`src/asu_pkg.sv`:
```
// package: constants, states and carriers of the serial unit
package asu_pkg;
    localparam int unsigned TICKS_PER_BIT = 16;
    localparam logic [3:0]  START_SAMPLE  = 4'h7;
    localparam logic [3:0]  BIT_LAST_TICK = 4'hf;
    localparam logic [3:0]  BITS_BASE     = 4'h8;
    localparam logic        TX_EMPTY_RST  = 1'b1;
    localparam logic        TX_END_RST    = 1'b1;
    localparam logic        ID_WAIT_RST   = 1'b0;
    localparam logic        LINE_MARK     = 1'b1;

    typedef enum logic [1:0] {
        ASU_RX_IDLE  = 2'b00,
        ASU_RX_START = 2'b01,
        ASU_RX_BITS  = 2'b10
    } asu_rx_st_t;

    typedef enum logic {
        ASU_TX_IDLE = 1'b0,
        ASU_TX_RUN  = 1'b1
    } asu_tx_st_t;

    typedef struct packed {
        logic overrun;
        logic framing;
        logic parity;
    } asu_err_t;

    typedef struct packed {
        logic tx_empty;
        logic tx_end;
        logic rx_full;
    } asu_stat_t;
endpackage : asu_pkg

```
`src/asu_serial_unit.sv`:
```
// serial unit with multiprocessor id format, request lines and tx fifo
`timescale 1ns/1ps

// ****************************************
// transmit fifo
// ****************************************
module asu_fifo #(
    parameter int WIDTH = 9,
    parameter int DEPTH = 4
) (
    // clock and reset
    input  wire logic             clock_i,
    input  wire logic             rst_b_i,
    // fill side
    input  wire logic             in_valid_i,
    output logic                  in_ready_o,
    input  wire logic [WIDTH-1:0] in_data_i,
    // drain side
    output logic                  out_valid_o,
    input  wire logic             out_ready_i,
    output logic      [WIDTH-1:0] out_data_o
);
    localparam int AW = $clog2(DEPTH);
    logic [WIDTH-1:0] mem_q [DEPTH];
    logic [AW-1:0]    wp_q;
    logic [AW-1:0]    rp_q;
    logic [AW:0]      cnt_q;
    logic             push;
    logic             pop;

    assign in_ready_o  = (cnt_q != (AW+1)'(DEPTH));
    assign out_valid_o = (cnt_q != '0);
    assign out_data_o  = mem_q[rp_q];
    assign push        = in_valid_i & in_ready_o;
    assign pop         = out_valid_o & out_ready_i;

    always_ff @(posedge clock_i) begin
        if (push) begin
            mem_q[wp_q] <= in_data_i;
        end
    end

    always_ff @(posedge clock_i or negedge rst_b_i) begin
        if (!rst_b_i) begin
            wp_q  <= '0;
            rp_q  <= '0;
            cnt_q <= '0;
        end else begin
            if (push) wp_q <= (wp_q == AW'(DEPTH-1)) ? '0 : wp_q + 1'b1;
            if (pop) rp_q <= (rp_q == AW'(DEPTH-1)) ? '0 : rp_q + 1'b1;
            cnt_q <= cnt_q + (AW+1)'(push) - (AW+1)'(pop);
        end
    end
endmodule : asu_fifo

// ****************************************
// serial unit top
// ****************************************
module asu_serial_unit #(
    parameter int DIV   = 4,
    parameter int DEPTH = 4
) (
    // clock and reset
    input  wire logic          clock_i,
    input  wire logic          rst_b_i,
    // control bits
    input  wire logic          tx_en_i,
    input  wire logic          rx_en_i,
    input  wire logic          mp_mode_i,
    input  wire logic          parity_en_i,
    input  wire logic          parity_odd_i,
    input  wire logic          tx_empty_irq_en_i,
    input  wire logic          tx_end_irq_en_i,
    input  wire logic          rx_irq_en_i,
    input  wire logic          id_wait_set_i,
    input  wire asu_pkg::asu_err_t err_clr_i,
    // holding register write
    input  wire logic          tx_hold_wr_i,
    input  wire logic [8:0]    tx_hold_data_i,
    // streaming transmit input
    input  wire logic          tx_in_valid_i,
    output logic               tx_in_ready_o,
    input  wire logic [8:0]    tx_in_data_i,
    // receive data register
    input  wire logic          rx_data_rd_i,
    output logic [7:0]         rx_data_o,
    output logic               rx_mp_bit_o,
    // status
    output asu_pkg::asu_stat_t stat_o,
    output asu_pkg::asu_err_t  err_o,
    output logic               id_wait_en_o,
    output logic               serial_in_level_o,
    // requests
    output logic               tx_empty_req_o,
    output logic               tx_end_req_o,
    output logic               rx_full_req_o,
    output logic               rx_error_req_o,
    // serial line
    input  wire logic          serial_in_pin_i,
    output logic               tx_pin_o
);
    // ****************************************
    // basic clock at sixteen times bit rate
    // ****************************************
    logic [15:0] div_q;
    logic        tick;
    assign tick = (div_q == 16'(DIV-1));
    always_ff @(posedge clock_i or negedge rst_b_i) begin
        if (!rst_b_i) div_q <= '0;
        else div_q <= tick ? '0 : div_q + 16'h0001;
    end

    function automatic logic [3:0] frame_bits(input logic mp, input logic pe);
        return asu_pkg::BITS_BASE + 4'((mp | pe) ? 1 : 0);
    endfunction

    // ****************************************
    // transmit side
    // ****************************************
    asu_pkg::asu_tx_st_t tx_st_q;
    logic [8:0]  tx_hold_q;
    logic [10:0] tx_shift_q;
    logic [3:0]  tx_left_q;
    logic [3:0]  tx_tk_q;
    logic        tx_empty_q;
    logic        tx_end_q;
    logic        fifo_valid;
    logic        fifo_pop;
    logic [8:0]  fifo_data;
    logic        tx_bit_end;
    logic        tx_load;
    logic        tx_extra;

    asu_fifo #(.WIDTH(9), .DEPTH(DEPTH)) u_fifo (
        .clock_i    (clock_i),
        .rst_b_i    (rst_b_i),
        .in_valid_i (tx_in_valid_i),
        .in_ready_o (tx_in_ready_o),
        .in_data_i  (tx_in_data_i),
        .out_valid_o(fifo_valid),
        .out_ready_i(fifo_pop),
        .out_data_o (fifo_data)
    );

    // fifo refills holding only when empty, so it never overwrites
    assign fifo_pop   = tx_empty_q & !tx_hold_wr_i & !tx_load;
    assign tx_bit_end = tick & (tx_tk_q == asu_pkg::BIT_LAST_TICK);
    assign tx_load    = tx_en_i & !tx_empty_q &
                        ((tx_st_q == asu_pkg::ASU_TX_IDLE) |
                         (tx_bit_end & (tx_left_q == 4'h1)));
    assign tx_extra   = mp_mode_i ? tx_hold_q[8]
                                  : (^tx_hold_q[7:0]) ^ parity_odd_i;

    always_ff @(posedge clock_i or negedge rst_b_i) begin
        if (!rst_b_i) tx_hold_q <= '0;
        else if (tx_hold_wr_i) tx_hold_q <= tx_hold_data_i;
        else if (fifo_valid & fifo_pop) tx_hold_q <= fifo_data;
    end

    always_ff @(posedge clock_i or negedge rst_b_i) begin
        if (!rst_b_i) tx_empty_q <= asu_pkg::TX_EMPTY_RST;
        else if (tx_hold_wr_i | (fifo_valid & fifo_pop)) tx_empty_q <= 1'b0;
        else if (tx_load) tx_empty_q <= 1'b1;
    end

    // next frame or end with mark
    always_ff @(posedge clock_i or negedge rst_b_i) begin
        if (!rst_b_i) begin
            tx_st_q    <= asu_pkg::ASU_TX_IDLE;
            tx_shift_q <= '1;
            tx_left_q  <= '0;
            tx_tk_q    <= '0;
            tx_end_q   <= asu_pkg::TX_END_RST;
        end else if (!tx_en_i) begin
            tx_st_q    <= asu_pkg::ASU_TX_IDLE;
            tx_shift_q <= '1;
            tx_end_q   <= 1'b1;
        end else if (tx_load) begin
            tx_st_q   <= asu_pkg::ASU_TX_RUN;
            tx_tk_q   <= '0;
            tx_end_q  <= 1'b0;
            tx_left_q <= frame_bits(mp_mode_i, parity_en_i) + 4'h2;
            tx_shift_q <= (mp_mode_i | parity_en_i)
                        ? {1'b1, tx_extra, tx_hold_q[7:0], 1'b0}
                        : {2'b11, tx_hold_q[7:0], 1'b0};
        end else if (tx_st_q == asu_pkg::ASU_TX_RUN && tick) begin
            tx_tk_q <= tx_tk_q + 4'h1;
            if (tx_bit_end) begin
                tx_shift_q <= {1'b1, tx_shift_q[10:1]};
                tx_left_q  <= tx_left_q - 4'h1;
                if (tx_left_q == 4'h1) begin
                    tx_st_q  <= asu_pkg::ASU_TX_IDLE;
                    tx_end_q <= 1'b1;
                end
            end
        end
    end

    assign tx_pin_o = (tx_st_q == asu_pkg::ASU_TX_RUN) ? tx_shift_q[0]
                                                       : asu_pkg::LINE_MARK;

    // ****************************************
    // receive side
    // ****************************************
    asu_pkg::asu_rx_st_t rx_st_q;
    logic [8:0] rx_sh_q;
    logic [3:0] rx_idx_q;
    logic [3:0] rx_tk_q;
    logic       rx_prev_q;
    logic [7:0] rx_data_q;
    logic       rx_mpb_q;
    logic       rx_full_q;
    logic       id_wait_q;
    asu_pkg::asu_err_t err_q;
    logic [3:0] nb;
    logic       rx_samp;
    logic       rx_done;
    logic       discard;
    logic       par_bad;
    logic       blocked;

    assign nb      = frame_bits(mp_mode_i, parity_en_i);
    assign rx_samp = tick & (rx_tk_q == asu_pkg::BIT_LAST_TICK);
    assign rx_done = (rx_st_q == asu_pkg::ASU_RX_BITS) & rx_samp & (rx_idx_q == nb);
    assign discard = mp_mode_i & id_wait_q & !rx_sh_q[8];
    assign par_bad = parity_en_i & !mp_mode_i &
                     ((^rx_sh_q[7:0]) ^ parity_odd_i ^ rx_sh_q[8]);
    assign blocked = err_q.overrun | err_q.framing | err_q.parity;

    always_ff @(posedge clock_i or negedge rst_b_i) begin
        if (!rst_b_i) begin
            rx_st_q   <= asu_pkg::ASU_RX_IDLE;
            rx_sh_q   <= '0;
            rx_idx_q  <= '0;
            rx_tk_q   <= '0;
            rx_prev_q <= 1'b1;
        end else begin
            rx_prev_q <= serial_in_pin_i;
            unique case (rx_st_q)
                asu_pkg::ASU_RX_IDLE: begin
                    rx_tk_q  <= '0;
                    rx_idx_q <= '0;
                    if (rx_en_i & !blocked & rx_prev_q & !serial_in_pin_i)
                        rx_st_q <= asu_pkg::ASU_RX_START;
                end
                asu_pkg::ASU_RX_START: begin
                    if (tick) rx_tk_q <= rx_tk_q + 4'h1;
                    if (tick && rx_tk_q == asu_pkg::START_SAMPLE) begin
                        rx_tk_q <= '0;
                        rx_st_q <= serial_in_pin_i ? asu_pkg::ASU_RX_IDLE
                                                   : asu_pkg::ASU_RX_BITS;
                    end
                end
                asu_pkg::ASU_RX_BITS: begin
                    if (tick) rx_tk_q <= rx_tk_q + 4'h1;
                    if (rx_samp) begin
                        if (rx_idx_q < nb) rx_sh_q[rx_idx_q] <= serial_in_pin_i;
                        rx_idx_q <= rx_idx_q + 4'h1;
                        if (rx_idx_q == nb) rx_st_q <= asu_pkg::ASU_RX_IDLE;
                    end
                end
                default: rx_st_q <= asu_pkg::ASU_RX_IDLE;
            endcase
            if (!rx_en_i) rx_st_q <= asu_pkg::ASU_RX_IDLE;
        end
    end

    // overrun keeps old data; framing stores
    always_ff @(posedge clock_i or negedge rst_b_i) begin
        if (!rst_b_i) begin
            rx_data_q <= '0;
            rx_mpb_q  <= 1'b0;
        end else if (rx_done & !discard & !rx_full_q) begin
            rx_data_q <= rx_sh_q[7:0];
            rx_mpb_q  <= mp_mode_i & rx_sh_q[8];
        end
    end

    always_ff @(posedge clock_i or negedge rst_b_i) begin
        if (!rst_b_i) rx_full_q <= 1'b0;
        else if (rx_done & !discard & !rx_full_q) rx_full_q <= 1'b1;
        else if (rx_data_rd_i) rx_full_q <= 1'b0;
    end

    always_ff @(posedge clock_i or negedge rst_b_i) begin
        if (!rst_b_i) err_q <= '0;
        else begin
            if (rx_done & !discard & rx_full_q) err_q.overrun <= 1'b1;
            else if (err_clr_i.overrun) err_q.overrun <= 1'b0;
            if (rx_done & !discard & !serial_in_pin_i) err_q.framing <= 1'b1;
            else if (err_clr_i.framing) err_q.framing <= 1'b0;
            if (rx_done & !discard & par_bad) err_q.parity <= 1'b1;
            else if (err_clr_i.parity) err_q.parity <= 1'b0;
        end
    end

    // id frame ends the wait; id kept for compare unless rx_full_q is already set
    always_ff @(posedge clock_i or negedge rst_b_i) begin
        if (!rst_b_i) id_wait_q <= asu_pkg::ID_WAIT_RST;
        else if (id_wait_set_i) id_wait_q <= 1'b1;
        else if (rx_done & mp_mode_i & rx_sh_q[8]) id_wait_q <= 1'b0;
    end

    // ****************************************
    // outputs and requests
    // ****************************************
    assign rx_data_o         = rx_data_q;
    assign rx_mp_bit_o       = rx_mpb_q;
    assign err_o             = err_q;
    assign stat_o            = '{tx_empty: tx_empty_q, tx_end: tx_end_q,
                                 rx_full: rx_full_q};
    assign id_wait_en_o      = id_wait_q;
    assign serial_in_level_o = serial_in_pin_i;
    // four request lines; gated by enables
    assign tx_empty_req_o = tx_en_i & tx_empty_irq_en_i & tx_empty_q;
    assign tx_end_req_o   = tx_en_i & tx_end_irq_en_i & tx_end_q;
    assign rx_full_req_o  = rx_en_i & rx_irq_en_i & rx_full_q;
    assign rx_error_req_o = rx_en_i & rx_irq_en_i & blocked;

    // ****************************************
    // checks
    // ****************************************
    AST_WR_CLEARS: assert property (@(posedge clock_i) disable iff (!rst_b_i)
        tx_hold_wr_i |=> !tx_empty_q) else $error("write did not clear empty");
    AST_MARK_AT_END: assert property (@(posedge clock_i) disable iff (!rst_b_i)
        tx_end_q |-> tx_pin_o) else $error("line not mark after end");
    AST_LOAD_SETS: assert property (@(posedge clock_i) disable iff (!rst_b_i)
        tx_load & !tx_hold_wr_i |=> tx_empty_q && !tx_end_q && !tx_pin_o)
        else $error("load did not start frame");
    AST_RD_CLEARS: assert property (@(posedge clock_i) disable iff (!rst_b_i)
        rx_data_rd_i & !rx_done |=> !rx_full_q) else $error("read kept full");
    AST_OVR_KEEP: assert property (@(posedge clock_i) disable iff (!rst_b_i)
        rx_done & !discard & rx_full_q |=> err_q.overrun && $stable(rx_data_q))
        else $error("overrun lost or data moved");
    AST_DISCARD: assert property (@(posedge clock_i) disable iff (!rst_b_i)
        rx_done & discard |=> $stable(rx_data_q) && !$rose(rx_full_q) && !$rose(blocked))
        else $error("data frame not skipped");
    AST_BLOCKED: assert property (@(posedge clock_i) disable iff (!rst_b_i)
        blocked |=> rx_st_q == asu_pkg::ASU_RX_IDLE) else $error("rx ran with error");
    AST_ID_END: assert property (@(posedge clock_i) disable iff (!rst_b_i)
        rx_done & mp_mode_i & rx_sh_q[8] & !rx_full_q & !id_wait_set_i
        |=> !id_wait_q && rx_full_q) else $error("id frame not taken");
    AST_NO_PARITY: assert property (@(posedge clock_i) disable iff (!rst_b_i)
        mp_mode_i & rx_done |=> !$rose(err_q.parity)) else $error("parity in mp mode");
    AST_FRAMING: assert property (@(posedge clock_i) disable iff (!rst_b_i)
        rx_done & !discard & !rx_full_q & !serial_in_pin_i
        |=> err_q.framing ##0 rx_full_q) else $error("framing not flagged");
endmodule : asu_serial_unit

```
`config.mk`:
```
export PLATFORM = sky130hd
export DESIGN_NAME = asu_serial_unit
export DESIGN_NICKNAME = d
export VERILOG_FILES = /design/src/asu_pkg.sv /design/src/asu_serial_unit.sv
export SDC_FILE = /design/constraint.sdc
export NUM_CORES = 1
export LEC_CHECK = 0
export BUFFER_PORTS_ARGS = -buffer_cell sky130_fd_sc_hd__buf_2
export CAP_MARGIN = 10
export CORE_ASPECT_RATIO = 0.7
export CORE_MARGIN = 8
export CORE_UTILIZATION = 42
export DETAILED_ROUTE_END_ITERATION = 10
export GPL_TIMING_DRIVEN = 0
export PLACE_DENSITY = 0.64
export SYNTH_ARGS = -nofsm -noshare
export SYNTH_HDL_FRONTEND = slang
export SYNTH_SLANG_ARGS = --single-unit
```
`constraint.sdc`:
```
create_clock -name clock_i -period 2.4 [get_ports clock_i]
set_clock_uncertainty 0.15 [all_clocks]
set_input_delay 0.36 -clock clock_i [delete_from_list [all_inputs] [get_ports clock_i]]
set_output_delay 0.36 -clock clock_i [all_outputs]
set_load 0.02 [all_outputs]
```
==> results of run 1 <==
## power breakdown
group	switching [mW]	internal (mW)	total (mW)	leakage [nW]
sequential	0.160	2.47	2.63	1.43
clock	1.02	1.38	2.41	0.269
combinational	0.636	0.547	1.18	1.47
total	1.82	4.40	6.22	3.17
## routing by layer
metal  routed length, um  vias up
met2                5830       64
met4                 165        0
met5                   0        -
met3                 552       14
met1                6130     1939
li1                    -     1941
## how the worst max path moves through the flow
stage | to | slack (ns) | cells past startpoint
after floorplan | rx_data_o[0] | 0.13 | 7
after global placement | rx_data_o[2] | -0.25 | 8
after detailed placement | rx_data_o[7] | -0.28 | 8
after CTS | rx_sh_q[2] | 0.009 | 7
after global routing | rx_sh_q[2] | -0.02 | 7
final | rx_sh_q[2] | 0.07 | 7
## kinds of logic (layout without fill, tap and decap cells)
logic type,Yosys count,count (layout),synth area share
simple gates,160,160,0.151
flops,123,123,0.548
compound gates,51,51,0.0586
buf+inv,48,158,0.0387
mux,43,43,0.0948
xor+xnor,39,39,0.0594
fa+ha+maj,23,23,0.0494
## Yosys cell counts, types with 2 or more instances
cell	count
o21ai_1	2
mux2_2	17
nor3b_1	3
mux2_1	2
nor3_1	18
o31ai_1	11
edfxtp_1	36
dfrtp_1	74
nand3_1	24
ha_1	22
nand3b_1	3
xor2_1	9
o22ai_1	2
clkbuf_1	7
a21oi_1	10
nor4b_4	2
o211ai_1	2
dfstp_2	13
nand4_1	10
buf_2	7
buf_4	5
inv_1	26
xnor2_1	29
o21ai_0	15
mux4_2	9
nor2_1	29
nand2_1	36
nor4_2	2
and2_1	4
and3_1	10
mux2i_1	15
or3_1	2
nand2b_1	5
## timing repair
action	4_1_cts	5_1_grt
endpoints found under the hold margin	50	0
cloned	0	0
hold buffers	13	0
setup buffers	2	5
endpoints found under the setup margin	20	26
gates resized for setup	5	9
pin swaps	1	2
## critical path, stage by stage (launching register included)
cell	delay, ns
dfrtp_1	0.42
ha_4	0.19
nor4b_4	0.22
and4_4	0.33
buf_12	0.15
nand3_4	0.14
nor4b_4	0.26
mux2_1	0.34
## registers in the layout (all words and copies together) (netlist names), 8 cells and up
name and count:
rx_sh_q 9, tx_shift_q 10, div_q 16, u_fifo.mem_q 36
rx_data_o 8, tx_hold_q 9
## per-stage QoR
stage | setup WS, ns | cell area [sq um]
3_5_place_dp | -0.278 | 6530
6_report | 0.0738 | 7340
2_1_floorplan | 0.125 | 5980
5_1_grt | -0.0239 | 7340
4_1_cts | 0.00871 | 7280
3_3_place_gp | -0.251 | 6500
## area by class of cell
type	count	area [sq um]
buffer	22	136
clock buffer	18	439
clock inverter	14	124
fill	1203	6580
inverter	26	97.6
multi-input combinational	316	2530
sequential	123	3280
tap	190	238
timing repair buffer	78	498
==> metrics.md, run 1 <==
| Metric | Value |
|---|---|
| Required @ worst endpoint | approximately 2.5 ns |
| Worst Hold Class | input port to flip-flop |
| Hold endpoint | tx_hold_q[2] |
| Placed cell count | ~740 |
| DRT Pass-1 Iters | 5 |
| Vias | ~4000 |
| Leading cell type in the layout, fill and taps excluded | dfrtp_1 |
| Run status | complete, no violations |
| Vias per cell | approximately 5 |
| Met2 GRT Util | 0.223 |
| Bufs on Longest Clock Path | 2 |
| Layout cell share with drive strength beyond 1 | 0.291 |
| Crit path from | div_q[0] |
| Max-Slew Margin vs Limit | 0.618 |
| Crit end category | flip-flop |
| CTS Buf Count | 17 |
| Register area share after synthesis | 0.548 |
| CP arrival | 2.47 ns |
| Critical path type | flip-flop to flip-flop |
| H-tree depth | 4 |
| Fmax | 430 MHz |
| Mean Syn Cell Area | between 10 and 15 sq um |
| Hold Worst Slack | about 0.023 ns |
| CTS tree | built |
| Crit path max fanout | 10 |
| Die width | 159 um |
| HP Start | tx_hold_data_i[2] |
| Clock latency on the worst-skew pair | roughly 0.4 ns |
| # diodes | 0 |
| VDD IR-drop max | roughly 0.64 mV |
| Ys Warns | 0 |
| Yosys reg bits | 123 |
| Total power | 6.22 mW |
| Post-Layout Cell Count | a little under 800 |
| Ys flop type | dfrtp_1 |
| Post-synth EDFFs | 36 |
| Area of the mapped netlist | ~0.006 sq mm |
| Core ar. | roughly 0.014 sq mm |
| Synth area leader | dfrtp_1 |
| Nets | approximately 640 |
| Global routing usage on met1 | 0.195 |
| Worst r2r dst | rx_sh_q[2] |
| Final ANT Viol Nets | 0 |
| Final Cycle Share | 0.969 |
| Vias in the first global route | approximately 4300 |
| First-pass GRT wire length | ~21000 um |
| Synth area leaders | dfrtp_1, edfxtp_1, dfstp_2 |
| Final Max Slew Viols | 0 |
| Final setup violation count | 0 |
| Congestion Overflow GR | 0 |
| Drt initial violations | roughly 180 |
| Actual slew at the worst max-slew pin | 0.573 ns |
| WHS Path Cells | 3 |
| Syn Inst Count | 487 |
| Ports | slightly below 60 |
| PD cells | between 800 and 900 mW/mm^2 |
| Post-synthesis cell type count | 59 |
| Rows | 36 |
| Die area | between 0.015 and 0.02 sq mm |
| Maxcap violations | 0 |
| GR peak layer | met2 |
| Pin count of the biggest net entering global routing | 61 |
| Worst R2R Path Depth | 7 |
| Hpwl dp | 9130 um |
| Routing usage on met3 | 0.0406 |
| Syn Nets | roughly 550 |
| Initial Util | 0.430 |
| Synth-to-Final Area Change | 22.8% |
| Pleak | 3.17 nW |
| DIE HEIGHT | roughly 120 um |
| Clock root buffer | clkbuf_16 |
| FFs w/ async S/R, synth | 0.707 |
| Sink Count | between 100 and 150 |
| GP Congestion | ~0.8 |
| WL per Instance | between 15 and 20 um |
| Final hold vios | 0 |
| R2R Setup Slk | ~0.074 ns |
| Reg-to-Reg Start | div_q[0] |
| Routed WL | 12700 um |
| Min Tclk post-route | between 2 and 2.5 ns |
| Post-route core utilization | 0.528 |
| Startpoint class of the critical path | flip-flop |
| Commonest non-fill, non-tap cells in the layout | dfrtp_1, buf_2, nand2_1, edfxtp_1 |
| GRT Util Overall | 0.147 |
| Initial antenna violation count | 0 |
| DRC viols | 0 |
| Yosys top cell area share | 0.310 |
| Setup TNS | 0 ns |
| Clock Pin Slew Worst Setup and Hold Paths | ~0.060 ns |
| Buffers on Ports | between 50 and 60 |
Power figures use the tool's default switching activity.
==> run 2, diff against run 1 <==
- ABC_AREA: unset -> 1
- CORE_UTILIZATION: 42 -> 50
- PLACE_DENSITY: 0.64 -> 0.74
==> run 2 against run 1 <==
Routed wire length grew 12%. Largest cell class unchanged. Core utilization grew 8.1 points. First-iteration DRC count grew 98%. Non-clock buffer count shrank 15. Largest power group unchanged.
==> metrics.md, run 2 <==
| Metric | Value |
|---|---|
| Top post-synthesis cells by count | nand2_1, inv_1, nor2_1 |
| FFs w/ async S/R, synth | 0.707 |
| Register Area | between 0.003 and 0.004 sq mm |
| Area of the mapped netlist | approximately 0.0064 sq mm |
| Buffers on Ports | 56 |
| WHS Path Cells | 1 |
| Final ANT Viol Nets | 0 |
| Max-Slew Margin vs Limit | 0.375 |
| RSZ-0062 raised after global routing | no |
| Clock Pin Slew Worst Setup and Hold Paths | roughly 0.060 ns |
| Fmax | around 480 MHz |
| Vias per cell | roughly 5.1 |
| Nets | ~900 |
| Congestion Overflow GR | 0 |
| Final Cycle Share | 0.871 |
| Final Max Slew Viols | 0 |
| Actual slew at the worst max-slew pin | 0.934 ns |
| Cell with the most instances after synthesis | nand2_1 |
| Core ar. | approximately 0.012 sq mm |
| Die width | 151 um |
| Yosys reg bits | 123 |
| Leading cell type in the layout, fill and taps excluded | nand2_1 |
| Largest register FFs | 36 |
| Bufs on Longest Clock Path | 2 |
| WL per Instance | between 10 and 15 um |
| Multi-input gate area | 0.00256 sq mm |
| R2R Setup Slk | 0.31 ns |
| Synth area leaders | dfrtp_1, edfxtp_1, nand2_1 |
| Top reg by flops | u_fifo.mem_q |
| Die area | between 0.015 and 0.02 sq mm |
| Worst r2r dst | u_fifo.cnt_q[2] |
| Synth area leader | dfrtp_1 |
| CTS tree | built |
| Ports | 59 |
| Place WS | 0.112 ns |
| First-pass GRT wire length | 24300 um |
| Hold-fix buffers, CTS | 8 |
| Final hold vios | 0 |
| Ys Warns | 0 |
| Routed WL | 14200 um |
| # diodes | 0 |
| Post_cts resized | 0 |
| Clock latency on the worst-skew pair | 0.41 ns |
| Crit end category | flip-flop |
| Final setup violation count | 0 |
| CTS Buf Count | 17 |
| Clock root buffer | clkbuf_16 |
| Setup TNS | 0 ns |
| Pleak | approximately 3.6 nW |
| PD cells | 873 mW/mm^2 |
| Yosys top cell area share | 0.290 |
| Worst R2R Path Depth | 9 |
| Register area share after synthesis | 0.512 |
| Synth-to-Final Area Change | 18.6% |
| Critical path type | flip-flop to flip-flop |
| Vias | just over 5000 |
| GP Congestion | a little under 0.9 |
| Rows | 34 |
| # Post-CTS Setup Buffers | 0 |
| VDD IR-drop max | approximately 0.54 mV |
| Initial antenna violation count | 0 |
| Vias in the first global route | 5027 |
| DIE HEIGHT | roughly 110 um |
| Worst Hold Class | input port to flip-flop |
| Mean Syn Cell Area | ~8.6 sq um |
| Layout cell share with drive strength beyond 1 | 0.168 |
| Post-synthesis cell type count | 39 |
| Ys flop type | dfrtp_1 |
| GRT Util Overall | 0.181 |
| Startpoint class of the critical path | flip-flop |
| Initial Util | 0.513 |
| Final Worst Setup Slack | between 0.3 and 0.4 ns |
| H-tree depth | 4 |
| Hpwl dp | 10200 um |
| Run status | complete, no violations |
| Post-synth EDFFs | 36 |
| Min Tclk post-route | 2.09 ns |
| Syn Nets | approximately 800 |
| Crit path max fanout | 5 |
| Drt initial violations | approximately 350 |
| Fillers | ~1100 |
| Sink Count | about 120 |
| Pin count of the biggest net entering global routing | 50 |
| Syn Inst Count | 740 |
| DRT Pass-1 Iters | 4 |
| HP Start | tx_in_data_i[2] |
| Largest regs | u_fifo.mem_q x36, div_q x16, tx_shift_q x10 |
| CP arrival | around 2.2 ns |
| Commonest non-fill, non-tap cells in the layout | nand2_1, inv_1, nor2_1 |
| DRC viols | 0 |
| Reg-to-Reg Start | u_fifo.cnt_q[1] |
| Required @ worst endpoint | roughly 2.5 ns |
| Maxcap violations | 0 |
| Hold endpoint | u_fifo.mem_q[0][2] |
-- run 2: cell types whose count changed after synthesis, moves of 20 or more --
cell / previous run / this run
nand3_1: 24 / 62
inv_1: 26 / 115
nor2_1: 29 / 83
o21ai_0: 15 / 46
nand2_1: 36 / 152
xnor2_1: 29 / 9
-- run 2: where the power goes --
group          switching (mW)  leakage (nW)  internal (mW)
sequential              0.177          1.44           2.49
combinational           0.949          1.93          0.483
clock                   0.974         0.278           1.55
total                    2.10          3.65           4.52
-- run 2: routing by layer --
metal	vias up	track usage	routed length (um)
met3	20	0.0449	849
li1	2568	-	-
met1	2343	0.257	6940
met2	140	0.261	6190
met4	0	0.0684	232
met5	-	0	0
-- run 2: per-stage QoR --
step                 util  cell area, sq um  cells  total power, mW  hold WS (ns)
floorplan               -              6390    740             3.65       -0.0856
global placement    0.551              6870    958             4.03         0.303
detailed placement  0.554              6900    959             4.09         0.234
CTS                 0.608              7570    999             6.66       0.00135
global route        0.608              7580   1000             7.01       0.00611
finish              0.608              7580   1000             6.62        0.0155
-- run 2: how the worst max path moves through the flow --
stage,from,endpoint,slack (ns),depth (start not counted)
global placement,rst_b_i,rx_data_o[4],0.01,1
floorplan,tx_hold_wr_i,u_fifo.cnt_q[2],0.38,9
detailed placement,mp_mode_i,rx_data_o[1],0.11,10
CTS,u_fifo.cnt_q[1],u_fifo.cnt_q[2],0.31,9
finish,u_fifo.cnt_q[1],u_fifo.cnt_q[2],0.31,9
global route,div_q[0],div_q[12],0.07,9
-- run 2: area by class of cell --
cell class              count  share of cell area
well taps                 162              0.0267
multi-input cells         481               0.338
repair buffers             66              0.0528
clock buffers              18              0.0566
clock inverters            14              0.0210
flip-flops and latches    123               0.432
inverters                 117              0.0579
plain buffers              19              0.0150
-- run 2: cells by family after synthesis --
kind of cell,count (synthesis),share of synthesized area
and+or+nand+nor,343,0.238
buffers and inverters,136,0.0865
DFF,123,0.512
AOI/OAI and AO/OA,91,0.0836
xor gates and xnor gates,24,0.0329
adders and majority gates,23,0.0462
-- run 2: critical path: stages (launching register included) --
cell and delay [ns]:
dfrtp_1 0.39, inv_1 0.12, nand2_1 0.07, nand3_1 0.08, inv_1 0.09, ha_1 0.29, inv_1 0.04, ha_1 0.19
fa_1 0.38, xor2_1 0.17
